[config.mk]
export PLATFORM = sky130hd
export DESIGN_NAME = hcp_config_loader
export DESIGN_NICKNAME = d
export VERILOG_FILES = /design/src/logic/hcp_pkg.sv /design/src/logic/hcp_config_loader.sv /design/src/logic/hcp_sync2.sv /design/src/logic/hcp_oc_filter.sv
export SDC_FILE = /design/constraint.sdc
export NUM_CORES = 1
export LEC_CHECK = 0
export BUFFER_PORTS_ARGS = -buffer_cell sky130_fd_sc_hd__buf_2
export CAP_MARGIN = 15
export CORE_UTILIZATION = 61
export CTS_CLUSTER_DIAMETER = 60
export DETAILED_ROUTE_END_ITERATION = 8
export GPL_TIMING_DRIVEN = 0
export PLACE_DENSITY = 0.95
export SLEW_MARGIN = 15
export SYNTH_ARGS = -nofsm -noshare
export SYNTH_HDL_FRONTEND = slang
export SYNTH_HIERARCHICAL = 1
export SYNTH_SLANG_ARGS = --single-unit
export TNS_END_PERCENT = 100
[constraint.sdc]
create_clock -name i_clk_sys -period 29.5 [get_ports i_clk_sys]
set_clock_uncertainty 0.2 [all_clocks]
set_input_delay 0 -clock i_clk_sys [delete_from_list [all_inputs] [get_ports i_clk_sys]]
set_output_delay 0 -clock i_clk_sys [all_outputs]
set_load 0.02 [all_outputs]
[src/logic/hcp_pkg.sv]
// shared constants and types for the hub configuration loader
package hcp_pkg;
	// image format codes held in byte 0
	localparam logic [7:0] CODE_MIN = 8'hd0;
	localparam logic [7:0] CODE_MID = 8'hd2;
	localparam logic [7:0] CODE_EXT = 8'hd4;
	localparam logic [7:0] CODE_ERASED = 8'hff;
	// byte indices common to every layout; byte 7 is not fetched in the minimum layout
	localparam logic [4:0] IDX_CODE = 5'h00;
	localparam logic [4:0] IDX_VID_LO = 5'h01;
	localparam logic [4:0] IDX_VID_HI = 5'h02;
	localparam logic [4:0] IDX_PID_LO = 5'h03;
	localparam logic [4:0] IDX_PID_HI = 5'h04;
	localparam logic [4:0] IDX_REL_HI = 5'h06;
	localparam logic [4:0] IDX_OC = 5'h07;
	// shorter layout
	localparam logic [4:0] IDX_MID_PORTS = 5'h08;
	localparam logic [4:0] IDX_MID_MAXPWR = 5'h09;
	localparam logic [4:0] IDX_MID_CC = 5'h0a;
	localparam logic [4:0] IDX_MID_PWRON = 5'h0b;
	localparam logic [4:0] IDX_MID_FLAGS = 5'h0c;
	// extended layout
	localparam logic [4:0] IDX_EXT_MAXPWR_FS = 5'h08;
	localparam logic [4:0] IDX_EXT_MAXPWR_HS = 5'h09;
	localparam logic [4:0] IDX_EXT_CC_FS_BUS = 5'h0c;
	localparam logic [4:0] IDX_EXT_CC_HS_BUS = 5'h0d;
	localparam logic [4:0] IDX_EXT_CC_FS_SELF = 5'h0e;
	localparam logic [4:0] IDX_EXT_CC_HS_SELF = 5'h0f;
	localparam logic [4:0] IDX_EXT_PWRON = 5'h10;
	localparam logic [4:0] IDX_EXT_FLAGS = 5'h11;
	localparam logic [4:0] IDX_EXT_LANGS = 5'h14;
	localparam logic [4:0] IDX_EXT_BITMAP = 5'h15;
	localparam logic [4:0] IDX_EXT_USABLE = 5'h16;
	localparam logic [4:0] IDX_EXT_DETACH = 5'h17;
	localparam logic [10:0] IDX_LANG_TABLE = 11'h018;
	// last byte fetched per layout
	localparam logic [4:0] LAST_MIN = 5'h06;
	localparam logic [4:0] LAST_MID = 5'h0c;
	localparam logic [4:0] LAST_EXT = 5'h17;
	localparam int IMG_BYTES = 24;
	// default values of the loaded fields
	localparam logic [7:0] DEF_PWRON = 8'h32;
	localparam logic [7:0] DEF_FLAGS = 8'h80;
	localparam logic [7:0] DEF_OC = 8'h88;
	localparam logic [7:0] DEF_MAXPWR_FS = 8'h28;
	localparam logic [7:0] DEF_MAXPWR_HS = 8'h57;
	localparam logic [7:0] DEF_CC_FS = 8'h50;
	localparam logic [7:0] DEF_CC_HS_BUS = 8'hae;
	localparam logic [7:0] DEF_CC_HS_SELF = 8'h64;
	localparam logic [3:0] DEF_PORTS = 4'hf;
	localparam logic [4:0] MAX_LANGS = 5'h1f;
	// flag byte bit positions
	localparam int FLG_ACCEPT_ZERO = 7;
	localparam int FLG_COMBINED = 6;
	localparam int FLG_FS = 5;
	localparam int FLG_IND = 4;
	localparam int FLG_GANG = 2;
	// hub characteristics bit positions
	localparam int HC_COMBINED = 2;
	localparam int HC_IND = 7;
	// descriptor types
	localparam logic [7:0] DESC_TYPE_HUB = 8'h29;
	localparam logic [7:0] DESC_TYPE_ZERO = 8'h00;
	// register offsets
	localparam logic [3:0] REG_CTRL = 4'h0;
	localparam logic [3:0] REG_STATUS = 4'h1;
	localparam logic [3:0] REG_IDS = 4'h2;
	localparam logic [3:0] REG_POWER = 4'h3;
	localparam logic [3:0] REG_PORTS = 4'h4;
	localparam int CTRL_RELOAD = 0;
	// timing
	localparam int CLK_PERIOD_NS = 20;
	localparam int MS_TIME_NS = 1000000;
	localparam int MS_CYCLES = MS_TIME_NS / CLK_PERIOD_NS;
	// load sequencer states
	typedef enum logic [1:0] {
		ST_IDLE = 2'b00,
		ST_REQ = 2'b01,
		ST_WAIT = 2'b10,
		ST_DONE = 2'b11
	} hcp_load_state_type;
	// layout found in the image
	typedef enum logic [1:0] {
		FMT_NONE = 2'b00,
		FMT_MIN = 2'b01,
		FMT_MID = 2'b10,
		FMT_EXT = 2'b11
	} hcp_fmt_type;
endpackage : hcp_pkg

[src/logic/hcp_config_loader.sv]
// hub configuration image loader and decoder
//
// Overview of operation
// - report power-good delay byte, 2 ms units, default 0x32
// - flag bit 7 set: accept hub descriptor type 0x00 as 0x29
// - flag bit 7 clear: stall hub descriptor request of type zero
// - flag bit 6 is combined-unit, shown in hub characteristics b2
// - flag bit 5 set: full speed only, never high speed
// - flag bit 4 set: indicators off and characteristics b7 clear
// - flag bit 2 selects common or per-port power, shown in b4 b3 b1 b0
// - byte 0 equal 0xd4 alone selects the extended layout
// - vendor and product ids from bytes 1-4, release high from byte 6
// - byte 7 nibbles set overcurrent filter ms, active and idle ports
// - extended layout, full speed: upstream current budget from byte 8, 2 mA units
// - extended layout, high speed: upstream current budget from byte 9, 2 mA units
// - extended layout, bus powered full speed: controller current from byte 12
// - extended layout, bus powered high speed: controller current from byte 13
// - extended layout, self powered: controller current from bytes 14 and 15
// - manufacturer pointers start at 24 plus twice language count
// - erased first byte 0xff: enumerate as vendor class device
// - usable ports numbered logically, detachable bits per logical port
module hcp_config_loader #(
	parameter int MS_CYCLES = hcp_pkg::MS_CYCLES,
	// identity defaults, values arbitrary
	parameter logic [15:0] DEF_VID = 16'h0001,
	parameter logic [15:0] DEF_PID = 16'h0002,
	parameter logic [7:0] DEF_REL_HI = 8'h01
) (
	// clock and reset
	input wire logic i_clk_sys,
	input wire logic i_arst_n,
	// image byte reader
	output logic o_rd_req,
	output logic [10:0] o_rd_addr,
	input wire logic i_rd_valid,
	input wire logic [7:0] i_rd_data,
	// register port
	input wire logic [3:0] i_reg_addr,
	input wire logic [31:0] i_reg_wdata,
	input wire logic i_reg_wr,
	input wire logic i_reg_rd,
	output logic [31:0] o_reg_rdata,
	// hub state from the hub logic
	input wire logic i_hs_attached,
	input wire logic i_self_powered,
	input wire logic [3:0] i_port_enabled,
	input wire logic [3:0] i_port_pwr_req,
	input wire logic [3:0] i_ind_req,
	// hub descriptor request check
	input wire logic i_desc_req,
	input wire logic [7:0] i_desc_type,
	output logic o_desc_ok,
	output logic o_desc_stall,
	// overcurrent pins, active high
	input wire logic [3:0] i_port_oc,
	output logic [3:0] o_oc_flag,
	// port drive
	output logic [3:0] o_port_pwr,
	output logic [3:0] o_ind,
	// loaded descriptor fields
	output logic o_connect_en,
	output logic o_vendor_mode,
	output logic o_fs_restrict,
	output logic [7:0] o_power_good_delay,
	output logic [15:0] o_hub_char,
	output logic [15:0] o_vid,
	output logic [15:0] o_pid,
	output logic [7:0] o_release_hi,
	output logic [7:0] o_upstream_current_budget,
	output logic [7:0] o_controller_current,
	output logic [2:0] o_port_count,
	output logic [3:0] o_detachable_phys,
	output logic [4:0] o_language_count,
	output logic [7:0] o_string_bitmap,
	output logic [10:0] o_mfr_ptr_base
);
	typedef struct packed {
		hcp_pkg::hcp_load_state_type state;
		hcp_pkg::hcp_fmt_type fmt;
		logic reload;
		logic [4:0] addr;
		logic [hcp_pkg::IMG_BYTES-1:0][7:0] img;
		logic [15:0] ms_cnt;
		logic tick_ms;
		logic rd_req;
		logic connect_en;
		logic vendor_mode;
		logic desc_ok;
		logic desc_stall;
		logic [31:0] rdata;
		logic fs_restrict;
		logic [7:0] pwron;
		logic [15:0] hub_char;
		logic [15:0] vid;
		logic [15:0] pid;
		logic [7:0] rel_hi;
		logic [7:0] budget;
		logic [7:0] ctrl_cur;
		logic [2:0] port_count;
		logic [3:0] detach_phys;
		logic [4:0] langs;
		logic [7:0] bitmap;
		logic [10:0] mfr_base;
		logic [3:0] port_pwr;
		logic [3:0] ind;
	} hcp_ldr_state_type;

	hcp_ldr_state_type st;
	hcp_ldr_state_type next_st;
	logic [1:0] rst_pipe;
	logic rst_n;
	logic [3:0] oc_sync;
	// decoded values
	logic [7:0] flags;
	logic [7:0] oc_byte;
	logic [3:0] usable;
	logic [3:0] detach_log;
	logic [4:0] last_idx;
	logic hs;
	logic [2:0] lcnt;

	// reset release through two flops
	always_ff @(posedge i_clk_sys or negedge i_arst_n) begin
		if (!i_arst_n) begin
			rst_pipe <= 2'b00;
		end else begin
			rst_pipe <= {rst_pipe[0], 1'b1};
		end
	end
	assign rst_n = rst_pipe[1];

	// overcurrent pins into the clock domain
	hcp_sync2 #(.W(4)) u_oc_sync (
		.i_clk_sys(i_clk_sys),
		.i_rst_n(rst_n),
		.i_async(i_port_oc),
		.o_sync(oc_sync)
	);

	// per-port overcurrent filters
	genvar gp;
	generate
		for (gp = 0; gp < 4; gp++) begin : g_oc
			hcp_oc_filter u_filter (
				.i_clk_sys(i_clk_sys),
				.i_rst_n(rst_n),
				.i_tick_ms(st.tick_ms),
				.i_enabled(i_port_enabled[gp]),
				.i_limit_active(oc_byte[7:4]),
				.i_limit_idle(oc_byte[3:0]),
				.i_oc(oc_sync[gp]),
				.o_oc_flag(o_oc_flag[gp])
			);
		end
	endgenerate

	// next state: sequencer, decode, register port
	always_comb begin
		next_st = st;
		// one-cycle pulses default low
		next_st.desc_ok = 1'b0;
		next_st.desc_stall = 1'b0;
		next_st.rdata = 32'h0;

		// millisecond enable
		next_st.tick_ms = 1'b0;
		if (st.ms_cnt == 16'(MS_CYCLES - 1)) begin
			next_st.ms_cnt = 16'h0;
			next_st.tick_ms = 1'b1;
		end else begin
			next_st.ms_cnt = st.ms_cnt + 16'h1;
		end

		// last byte wanted for the layout found
		case (st.fmt)
			hcp_pkg::FMT_MIN: last_idx = hcp_pkg::LAST_MIN;
			hcp_pkg::FMT_MID: last_idx = hcp_pkg::LAST_MID;
			hcp_pkg::FMT_EXT: last_idx = hcp_pkg::LAST_EXT;
			default: last_idx = hcp_pkg::IDX_CODE;
		endcase

		// image fetch sequencer
		case (st.state)
			hcp_pkg::ST_IDLE: begin
				if (st.reload) begin
					next_st.reload = 1'b0;
					next_st.addr = hcp_pkg::IDX_CODE;
					next_st.fmt = hcp_pkg::FMT_NONE;
					next_st.vendor_mode = 1'b0;
					next_st.rd_req = 1'b1;
					next_st.state = hcp_pkg::ST_WAIT;
				end
			end
			hcp_pkg::ST_REQ: begin
				next_st.rd_req = 1'b1;
				next_st.state = hcp_pkg::ST_WAIT;
			end
			hcp_pkg::ST_WAIT: begin
				if (i_rd_valid) begin
					next_st.rd_req = 1'b0;
					next_st.img[st.addr] = i_rd_data;
					next_st.state = hcp_pkg::ST_REQ;
					next_st.addr = st.addr + 5'h1;
					if (st.addr == hcp_pkg::IDX_CODE) begin
						if (i_rd_data == hcp_pkg::CODE_ERASED) begin
							next_st.vendor_mode = 1'b1;
							next_st.state = hcp_pkg::ST_DONE;
						end else if (i_rd_data == hcp_pkg::CODE_EXT) begin
							next_st.fmt = hcp_pkg::FMT_EXT;
						end else if (i_rd_data == hcp_pkg::CODE_MID) begin
							next_st.fmt = hcp_pkg::FMT_MID;
						end else if (i_rd_data == hcp_pkg::CODE_MIN) begin
							next_st.fmt = hcp_pkg::FMT_MIN;
						end else begin
							next_st.state = hcp_pkg::ST_DONE;
						end
					end else if (st.addr == last_idx) begin
						next_st.state = hcp_pkg::ST_DONE;
					end
				end
			end
			default: begin
				if (st.reload) begin
					next_st.state = hcp_pkg::ST_IDLE;
				end
			end
		endcase
		// upstream only after the image is decoded
		next_st.connect_en = (st.state == hcp_pkg::ST_DONE) && !st.reload;

		// delay and flag bytes by layout
		case (st.fmt)
			hcp_pkg::FMT_EXT: begin
				next_st.pwron = st.img[hcp_pkg::IDX_EXT_PWRON];
				flags = st.img[hcp_pkg::IDX_EXT_FLAGS];
			end
			hcp_pkg::FMT_MID: begin
				next_st.pwron = st.img[hcp_pkg::IDX_MID_PWRON];
				flags = st.img[hcp_pkg::IDX_MID_FLAGS];
			end
			default: begin
				next_st.pwron = hcp_pkg::DEF_PWRON;
				flags = hcp_pkg::DEF_FLAGS;
			end
		endcase
		oc_byte = (st.fmt == hcp_pkg::FMT_EXT || st.fmt == hcp_pkg::FMT_MID)
			? st.img[hcp_pkg::IDX_OC] : hcp_pkg::DEF_OC;

		if (st.fmt != hcp_pkg::FMT_NONE) begin
			next_st.vid = {st.img[hcp_pkg::IDX_VID_HI],
				st.img[hcp_pkg::IDX_VID_LO]};
			next_st.pid = {st.img[hcp_pkg::IDX_PID_HI],
				st.img[hcp_pkg::IDX_PID_LO]};
			next_st.rel_hi = st.img[hcp_pkg::IDX_REL_HI];
		end else begin
			next_st.vid = DEF_VID;
			next_st.pid = DEF_PID;
			next_st.rel_hi = DEF_REL_HI;
		end

		next_st.fs_restrict = flags[hcp_pkg::FLG_FS];
		hs = i_hs_attached && !flags[hcp_pkg::FLG_FS];

		// upstream budget and controller current by speed and supply
		case (st.fmt)
			hcp_pkg::FMT_EXT: begin
				next_st.budget = hs ? st.img[hcp_pkg::IDX_EXT_MAXPWR_HS]
					: st.img[hcp_pkg::IDX_EXT_MAXPWR_FS];
				if (i_self_powered) begin
					next_st.ctrl_cur = hs ? st.img[hcp_pkg::IDX_EXT_CC_HS_SELF]
						: st.img[hcp_pkg::IDX_EXT_CC_FS_SELF];
				end else begin
					next_st.ctrl_cur = hs ? st.img[hcp_pkg::IDX_EXT_CC_HS_BUS]
						: st.img[hcp_pkg::IDX_EXT_CC_FS_BUS];
				end
			end
			hcp_pkg::FMT_MID: begin
				next_st.budget = st.img[hcp_pkg::IDX_MID_MAXPWR];
				next_st.ctrl_cur = st.img[hcp_pkg::IDX_MID_CC];
			end
			default: begin
				next_st.budget = hs ? hcp_pkg::DEF_MAXPWR_HS
					: hcp_pkg::DEF_MAXPWR_FS;
				if (!hs) begin
					next_st.ctrl_cur = hcp_pkg::DEF_CC_FS;
				end else if (i_self_powered) begin
					next_st.ctrl_cur = hcp_pkg::DEF_CC_HS_SELF;
				end else begin
					next_st.ctrl_cur = hcp_pkg::DEF_CC_HS_BUS;
				end
			end
		endcase

		// port masks by layout
		if (st.fmt == hcp_pkg::FMT_EXT) begin
			usable = st.img[hcp_pkg::IDX_EXT_USABLE][3:0];
			detach_log = st.img[hcp_pkg::IDX_EXT_DETACH][3:0];
		end else if (st.fmt == hcp_pkg::FMT_MID) begin
			usable = st.img[hcp_pkg::IDX_MID_PORTS][7:4];
			detach_log = st.img[hcp_pkg::IDX_MID_PORTS][3:0];
		end else begin
			usable = hcp_pkg::DEF_PORTS;
			detach_log = hcp_pkg::DEF_PORTS;
		end
		lcnt = 3'h0;
		next_st.detach_phys = 4'h0;
		for (int p = 0; p < 4; p++) begin
			if (usable[p]) begin
				next_st.detach_phys[p] = detach_log[lcnt[1:0]];
				lcnt = lcnt + 3'h1;
			end
		end
		next_st.port_count = lcnt;

		// string pointer base, strings off when count out of range
		if (st.fmt == hcp_pkg::FMT_EXT
			&& st.img[hcp_pkg::IDX_EXT_LANGS] != 8'h00
			&& st.img[hcp_pkg::IDX_EXT_LANGS] <= {3'h0, hcp_pkg::MAX_LANGS}) begin
			next_st.langs = st.img[hcp_pkg::IDX_EXT_LANGS][4:0];
			next_st.bitmap = st.img[hcp_pkg::IDX_EXT_BITMAP];
		end else begin
			next_st.langs = 5'h0;
			next_st.bitmap = 8'h00;
		end
		next_st.mfr_base = hcp_pkg::IDX_LANG_TABLE
			+ {5'h0, next_st.langs, 1'b0};

		next_st.hub_char = 16'h0;
		next_st.hub_char[1:0] = flags[hcp_pkg::FLG_GANG] ? 2'b00 : 2'b01;
		next_st.hub_char[4:3] = flags[hcp_pkg::FLG_GANG] ? 2'b00 : 2'b01;
		next_st.hub_char[hcp_pkg::HC_COMBINED] = flags[hcp_pkg::FLG_COMBINED];
		next_st.hub_char[hcp_pkg::HC_IND] = !flags[hcp_pkg::FLG_IND];

		if (flags[hcp_pkg::FLG_GANG]) begin
			next_st.port_pwr = {4{|(i_port_pwr_req & usable)}} & usable;
		end else begin
			next_st.port_pwr = i_port_pwr_req & usable;
		end
		next_st.ind = flags[hcp_pkg::FLG_IND] ? 4'h0 : (i_ind_req & usable);

		if (i_desc_req) begin
			if (i_desc_type == hcp_pkg::DESC_TYPE_HUB
				|| (i_desc_type == hcp_pkg::DESC_TYPE_ZERO
				&& flags[hcp_pkg::FLG_ACCEPT_ZERO])) begin
				next_st.desc_ok = 1'b1;
			end else begin
				next_st.desc_stall = 1'b1;
			end
		end

		// register writes
		if (i_reg_wr && i_reg_addr == hcp_pkg::REG_CTRL
			&& i_reg_wdata[hcp_pkg::CTRL_RELOAD]) begin
			next_st.reload = 1'b1;
		end
		// register reads, answer one cycle later
		if (i_reg_rd) begin
			if (i_reg_addr == hcp_pkg::REG_STATUS) begin
				next_st.rdata = {25'h0, st.fmt, st.vendor_mode,
					st.connect_en, st.reload, st.state};
			end else if (i_reg_addr == hcp_pkg::REG_IDS) begin
				next_st.rdata = {st.pid, st.vid};
			end else if (i_reg_addr == hcp_pkg::REG_POWER) begin
				next_st.rdata = {st.rel_hi, st.ctrl_cur, st.budget, st.pwron};
			end else if (i_reg_addr == hcp_pkg::REG_PORTS) begin
				next_st.rdata = {st.bitmap, st.hub_char[7:0], 5'h0,
					st.port_count, st.detach_phys, o_oc_flag};
			end else begin
				next_st.rdata = 32'h0;
			end
		end
	end

	// state register; load starts on reset release
	always_ff @(posedge i_clk_sys or negedge rst_n) begin
		if (!rst_n) begin
			st <= '0;
			st.reload <= 1'b1;
		end else begin
			st <= next_st;
		end
	end

	// outputs straight from the state register
	assign o_rd_req = st.rd_req;
	assign o_rd_addr = {6'h0, st.addr};
	assign o_reg_rdata = st.rdata;
	assign o_desc_ok = st.desc_ok;
	assign o_desc_stall = st.desc_stall;
	assign o_port_pwr = st.port_pwr;
	assign o_ind = st.ind;
	assign o_connect_en = st.connect_en;
	assign o_vendor_mode = st.vendor_mode;
	assign o_fs_restrict = st.fs_restrict;
	assign o_power_good_delay = st.pwron;
	assign o_hub_char = st.hub_char;
	assign o_vid = st.vid;
	assign o_pid = st.pid;
	assign o_release_hi = st.rel_hi;
	assign o_upstream_current_budget = st.budget;
	assign o_controller_current = st.ctrl_cur;
	assign o_port_count = st.port_count;
	assign o_detachable_phys = st.detach_phys;
	assign o_language_count = st.langs;
	assign o_string_bitmap = st.bitmap;
	assign o_mfr_ptr_base = st.mfr_base;
endmodule : hcp_config_loader

[src/logic/hcp_sync2.sv]
// two-flop synchroniser for a vector of pin levels
module hcp_sync2 #(
	parameter int W = 4
) (
	// clock and reset
	input wire logic i_clk_sys,
	input wire logic i_rst_n,
	// pin side
	input wire logic [W-1:0] i_async,
	// clock side
	output logic [W-1:0] o_sync
);
	typedef struct packed {
		logic [W-1:0] stage1;
		logic [W-1:0] stage2;
	} hcp_sync_state_type;

	hcp_sync_state_type st;
	hcp_sync_state_type next_st;

	// first stage feeds only the second
	always_comb begin
		next_st.stage1 = i_async;
		next_st.stage2 = st.stage1;
	end

	// state register
	always_ff @(posedge i_clk_sys or negedge i_rst_n) begin
		if (!i_rst_n) begin
			st <= '0;
		end else begin
			st <= next_st;
		end
	end

	assign o_sync = st.stage2;
endmodule : hcp_sync2

[src/logic/hcp_oc_filter.sv]
// millisecond filter for one overcurrent input
module hcp_oc_filter (
	// clock and reset
	input wire logic i_clk_sys,
	input wire logic i_rst_n,
	// timing and limits
	input wire logic i_tick_ms,
	input wire logic i_enabled,
	input wire logic [3:0] i_limit_active,
	input wire logic [3:0] i_limit_idle,
	// overcurrent level and filtered flag
	input wire logic i_oc,
	output logic o_oc_flag
);
	typedef struct packed {
		logic [3:0] cnt;
		logic flag;
	} hcp_ocf_state_type;

	hcp_ocf_state_type st;
	hcp_ocf_state_type next_st;
	logic [3:0] limit;

	// count whole ms while the level stands, flag at the limit
	always_comb begin
		next_st = st;
		limit = i_enabled ? i_limit_active : i_limit_idle;
		if (!i_oc) begin
			next_st.cnt = 4'h0;
			next_st.flag = 1'b0;
		end else if (st.cnt >= limit) begin
			next_st.flag = 1'b1;
		end else if (i_tick_ms) begin
			next_st.cnt = st.cnt + 4'h1;
		end
	end

	// state register
	always_ff @(posedge i_clk_sys or negedge i_rst_n) begin
		if (!i_rst_n) begin
			st <= '0;
		end else begin
			st <= next_st;
		end
	end

	assign o_oc_flag = st.flag;
endmodule : hcp_oc_filter

==> impl_metrics.py <==
metrics = {
    "outcome": {
        "run_status": "finished, final reports clean",
    },
    "detailed_routing": {
        "wl_per_cell_um": 25.15,
        "drt-total-wl_mm": 49.06,
        "drt.antenna.violating_nets": 0,
        "drtPass1Iterations": 9,
        "count_of_unresolved_drc_violations_after_routing": 0,
        "post_drt_via_cell_ratio": 6.346,
        "detail_route.iter0.violations": 1715,
        "vias": 12380,
    },
    "synth": {
        "synth_compound_area_share_pct": 7.346,
        "yosys_most_used_dff": "sky130_fd_sc_hd__dfrtp_1",
        "synth.mux.area_fraction_pct": 14.68,
        "postSynthCellCount": 1290,
        "combinational_family_with_the_most_area_after_synthesis": "multiplexers",
        "yosys.area_share.simple_pct": 9.869,
        "synth_edf_count": 0,
        "yosys.cell_types.count": 69,
        "synthesis.yosys.warnings": 6,
        "postSynth.asyncResetShare_pct": 100.0,
        "synthXorXnorAreaFrac_pct": 1.174,
        "portion_of_the_post_synthesis_area_used_by_sequential_elements_pct": 54.78,
        "synth_adder_area_share_pct": 2.379,
        "synth.ff_latch_count": 343,
        "synthesis.area_mm2": 0.01567,
        "syn_area_per_cell_um2": 12.15,
    },
    "power": {
        "cell_leakage_power_uw": 0.009561,
        "power_density_normalized_to_cell_area_mw_per_mm2": 75.89,
        "power.ir.vdd_worst_uv": 48.66,
    },
    "place": {
        "postPlaceCellArea_mm2": 0.01726,
        "globalplace.congestion": 0.9013,
        "portBuffers": 190,
        "dp_hpwl_mm": 28.84,
        "worst_setup_slack_after_placement_ns": 25.95,
    },
    "floorplanning": {
        "design.core.area_mm2": 0.02518,
        "die_area_mm2": 0.02633,
        "chipHeight_um": 162.3,
        "design.portCount": 248,
        "floorplan.initialDensity_pct": 62.23,
        "rows": 58,
        "floorplan.die.width_um": 162.3,
    },
    "cells_and_area": {
        "area_delta_synth_final_pct": 21.22,
        "fillCellCount": 1333,
        "fin_nets": 1699,
        "post-route-cell-area_mm2": 0.01900,
        "drive_gt1_share_pct": 38.15,
    },
    "timing": {
        "timing_hold_violations_final": 0,
        "timing.fmax_mhz": 253.8,
        "fin_ws_ns": 25.56,
        "fin_worst_hold_slack_ns": 0.04292,
        "tightestPinTransition_ns": 1.033,
        "setup_viol_count_final": 0,
        "period_needed_ns": 3.939,
        "slew_violations": 0,
        "rsz_0062_raised_after_global_routing": "no",
        "relSlewSlack_pct": 31.00,
        "fin_setup_tns_ns": 0,
        "post-route-period-util_pct": 13.35,
    },
    "worst_setup_path": {
        "worst_path_max_delay_cell": "sky130_fd_sc_hd__clkbuf_1",
        "worst-endpoint-required_ns": 29.71,
        "critical_path.max_fanout": 10,
        "worst_path_cell_chain": "buf_2, clkbuf_1, mux2i_1, nand2_1, ha_1, xor2_1, ha_1, mux2_2",
        "path_class": "reg2reg",
        "start_kind": "register",
        "worst-endpoint-arrival_ns": 4.15,
        "endpoint_kind": "register",
        "path_common_cell": "sky130_fd_sc_hd__ha_1",
        "cpPeakStageDelay_ns": 0.64,
    },
    "clock_network": {
        "worst_skew_pair.late_latency_ns": 0.53,
        "cts.repair.resized": 0,
        "tritoncts": "done",
        "cts_buffer_depth": 3,
        "cts_root_buffer": "sky130_fd_sc_hd__clkbuf_16",
        "htree_num_levels": 2,
        "cts.sink_count": 343,
        "num_cts_buffers": 34,
        "clk_transition_reported_paths_ns": 0.07,
    },
    "global_route": {
        "vias_in_the_first_global_route": 12760,
        "grt_first_pass_wirelength_mm": 74.09,
        "overflow": 0,
        "gr-usage-all-layers_pct": 37.82,
        "grt_start_max_net_pins": 66,
        "antenna_found_initial": 1,
    },
    "flow_run": {
        "max_cap_viol_count": 0,
    },
    "worst_hold_path": {
        "timing.hold.worst.class": "in2reg",
    },
}
routing by layer:
metal | vias to the layer above | global-route usage, % | part of all wire, %
li1 | 4925 | - | -
met4 | 2 | 26.20 | 7.8
met5 | - | 0 | 0.026
met3 | 378 | 12.64 | 12
met1 | 5970 | 42.63 | 33
met2 | 1107 | 60.80 | 47
layout make-up:
type / instances / area, µm² / area share [%]
Timing Repair Buffer: 246 / 1599 / 8.418
Antenna cell: 1 / 2.502 / 0.01317
Tap cell: 330 / 412.9 / 2.174
Inverter: 27 / 101.3 / 0.5335
Clock inverter: 21 / 307.8 / 1.620
Buffer: 215 / 1423 / 7.489
Multi-Input combinational cell: 727 / 5644 / 29.71
Sequential cell: 343 / 8588 / 45.21
Clock buffer: 41 / 917.1 / 4.828
final timing paths:
check                           slack [ns]  depth (start not counted)            startpoint             endpoint
worst min register to register        0.14                          0  u_oc_sync/next_st[0]  u_oc_sync/o_sync[0]
min in group asynchronous             0.14                          3              i_arst_n          rst_pipe[1]
worst max register to register       25.56                          8               st[372]      o_port_count[1]
worst min-delay path                  0.04                          3          i_rd_data[0]             register
worst max-delay path                 25.56                          8               st[372]      o_port_count[1]
max in group asynchronous            27.75                          2           rst_pipe[1]            o_vid[14]
report_power, final:
| group | switching (µW) | internal [µW] | total [µW] |
|---|---|---|---|
| logic | 193 | 145 | 338 |
| registers | 69.6 | 551 | 621 |
| clock network | 196 | 286 | 482 |
| total | 459 | 983 | 1440 |
placed cells by master, fill, tap and decap left out, types with 7 or more instances in the layout:
master	instances
sky130_fd_sc_hd__o221ai_1	7
sky130_fd_sc_hd__o21ai_0	40
sky130_fd_sc_hd__nand2_1	65
sky130_fd_sc_hd__clkinv_2	8
sky130_fd_sc_hd__xor2_1	12
sky130_fd_sc_hd__clkbuf_16	34
sky130_fd_sc_hd__dfrtp_1	341
sky130_fd_sc_hd__xnor2_1	9
sky130_fd_sc_hd__a222oi_1	22
sky130_fd_sc_hd__conb_1	24
sky130_fd_sc_hd__or3_1	10
sky130_fd_sc_hd__nand3_1	27
sky130_fd_sc_hd__buf_2	196
sky130_fd_sc_hd__nor2_1	56
sky130_fd_sc_hd__dlygate4sd3_1	51
sky130_fd_sc_hd__ha_1	29
sky130_fd_sc_hd__nor2b_1	42
sky130_fd_sc_hd__buf_4	162
sky130_fd_sc_hd__and3_1	9
sky130_fd_sc_hd__a21boi_1	9
sky130_fd_sc_hd__o211ai_2	8
sky130_fd_sc_hd__mux2_2	156
sky130_fd_sc_hd__a22oi_1	10
sky130_fd_sc_hd__nor3_1	9
sky130_fd_sc_hd__inv_1	26
sky130_fd_sc_hd__mux2i_1	52
sky130_fd_sc_hd__and2_1	25
sky130_fd_sc_hd__clkbuf_1	50
sky130_fd_sc_hd__a21oi_1	16
sky130_fd_sc_hd__bufinv_16	7
cell usage after synthesis (all sizes together) (7+ instances only):
cell type,instances,area share [%]
dfrtp,342,55
buf,168,8.0
mux2,156,11
nand2,65,1.6
nor2,62,1.6
mux2i,52,3.3
clkbuf,47,1.1
nor2b,42,1.7
o21ai,42,1.4
ha,29,2.3
and2,27,1.1
nand3,27,0.86
inv,26,0.62
a222oi,22,1.4
a21oi,20,0.73
xor2,12,0.67
nor3,11,0.46
a21boi,10,0.48
a22oi,10,0.48
and3,10,0.41
or3,10,0.40
xnor2,9,0.50
o211ai,8,0.64
nor3b,7,0.46
o221ai,7,0.39
cell families after synthesis:
kind of cell | after synthesis
xor+xnor | 21
other cells | 2
mux | 209
flops | 343
simple gates | 290
buf+inv | 242
compound gates | 153
fa+ha+maj | 30
stage by stage:
step	power (µW)	utilization, %	cells
finish	1442	75.43	1951
floorplan	814.6	-	1312
global placement	891.8	67.97	1832
global route	1476	75.42	1950
detailed placement	914.6	68.53	1837
CTS	1407	75.42	1950
repair_timing:
| action | CTS | global route |
|---|---|---|
| hold buffers | 51 | 0 |
| setup buffers | 0 | 0 |
| endpoints found under the hold margin | 72 | 0 |
worst max-delay path: cells and delay by family (launching register included):
kind                     cells  cell delay (ns)
flip-flops                   1             0.31
AND/OR/NAND/NOR              1             0.26
multiplexers                 2             0.79
adder cells (fa/ha/maj)      2             0.81
buffers and inverters        2             0.99
XOR/XNOR                     1             0.45
Note: power is estimated with default switching activity, not from simulation.
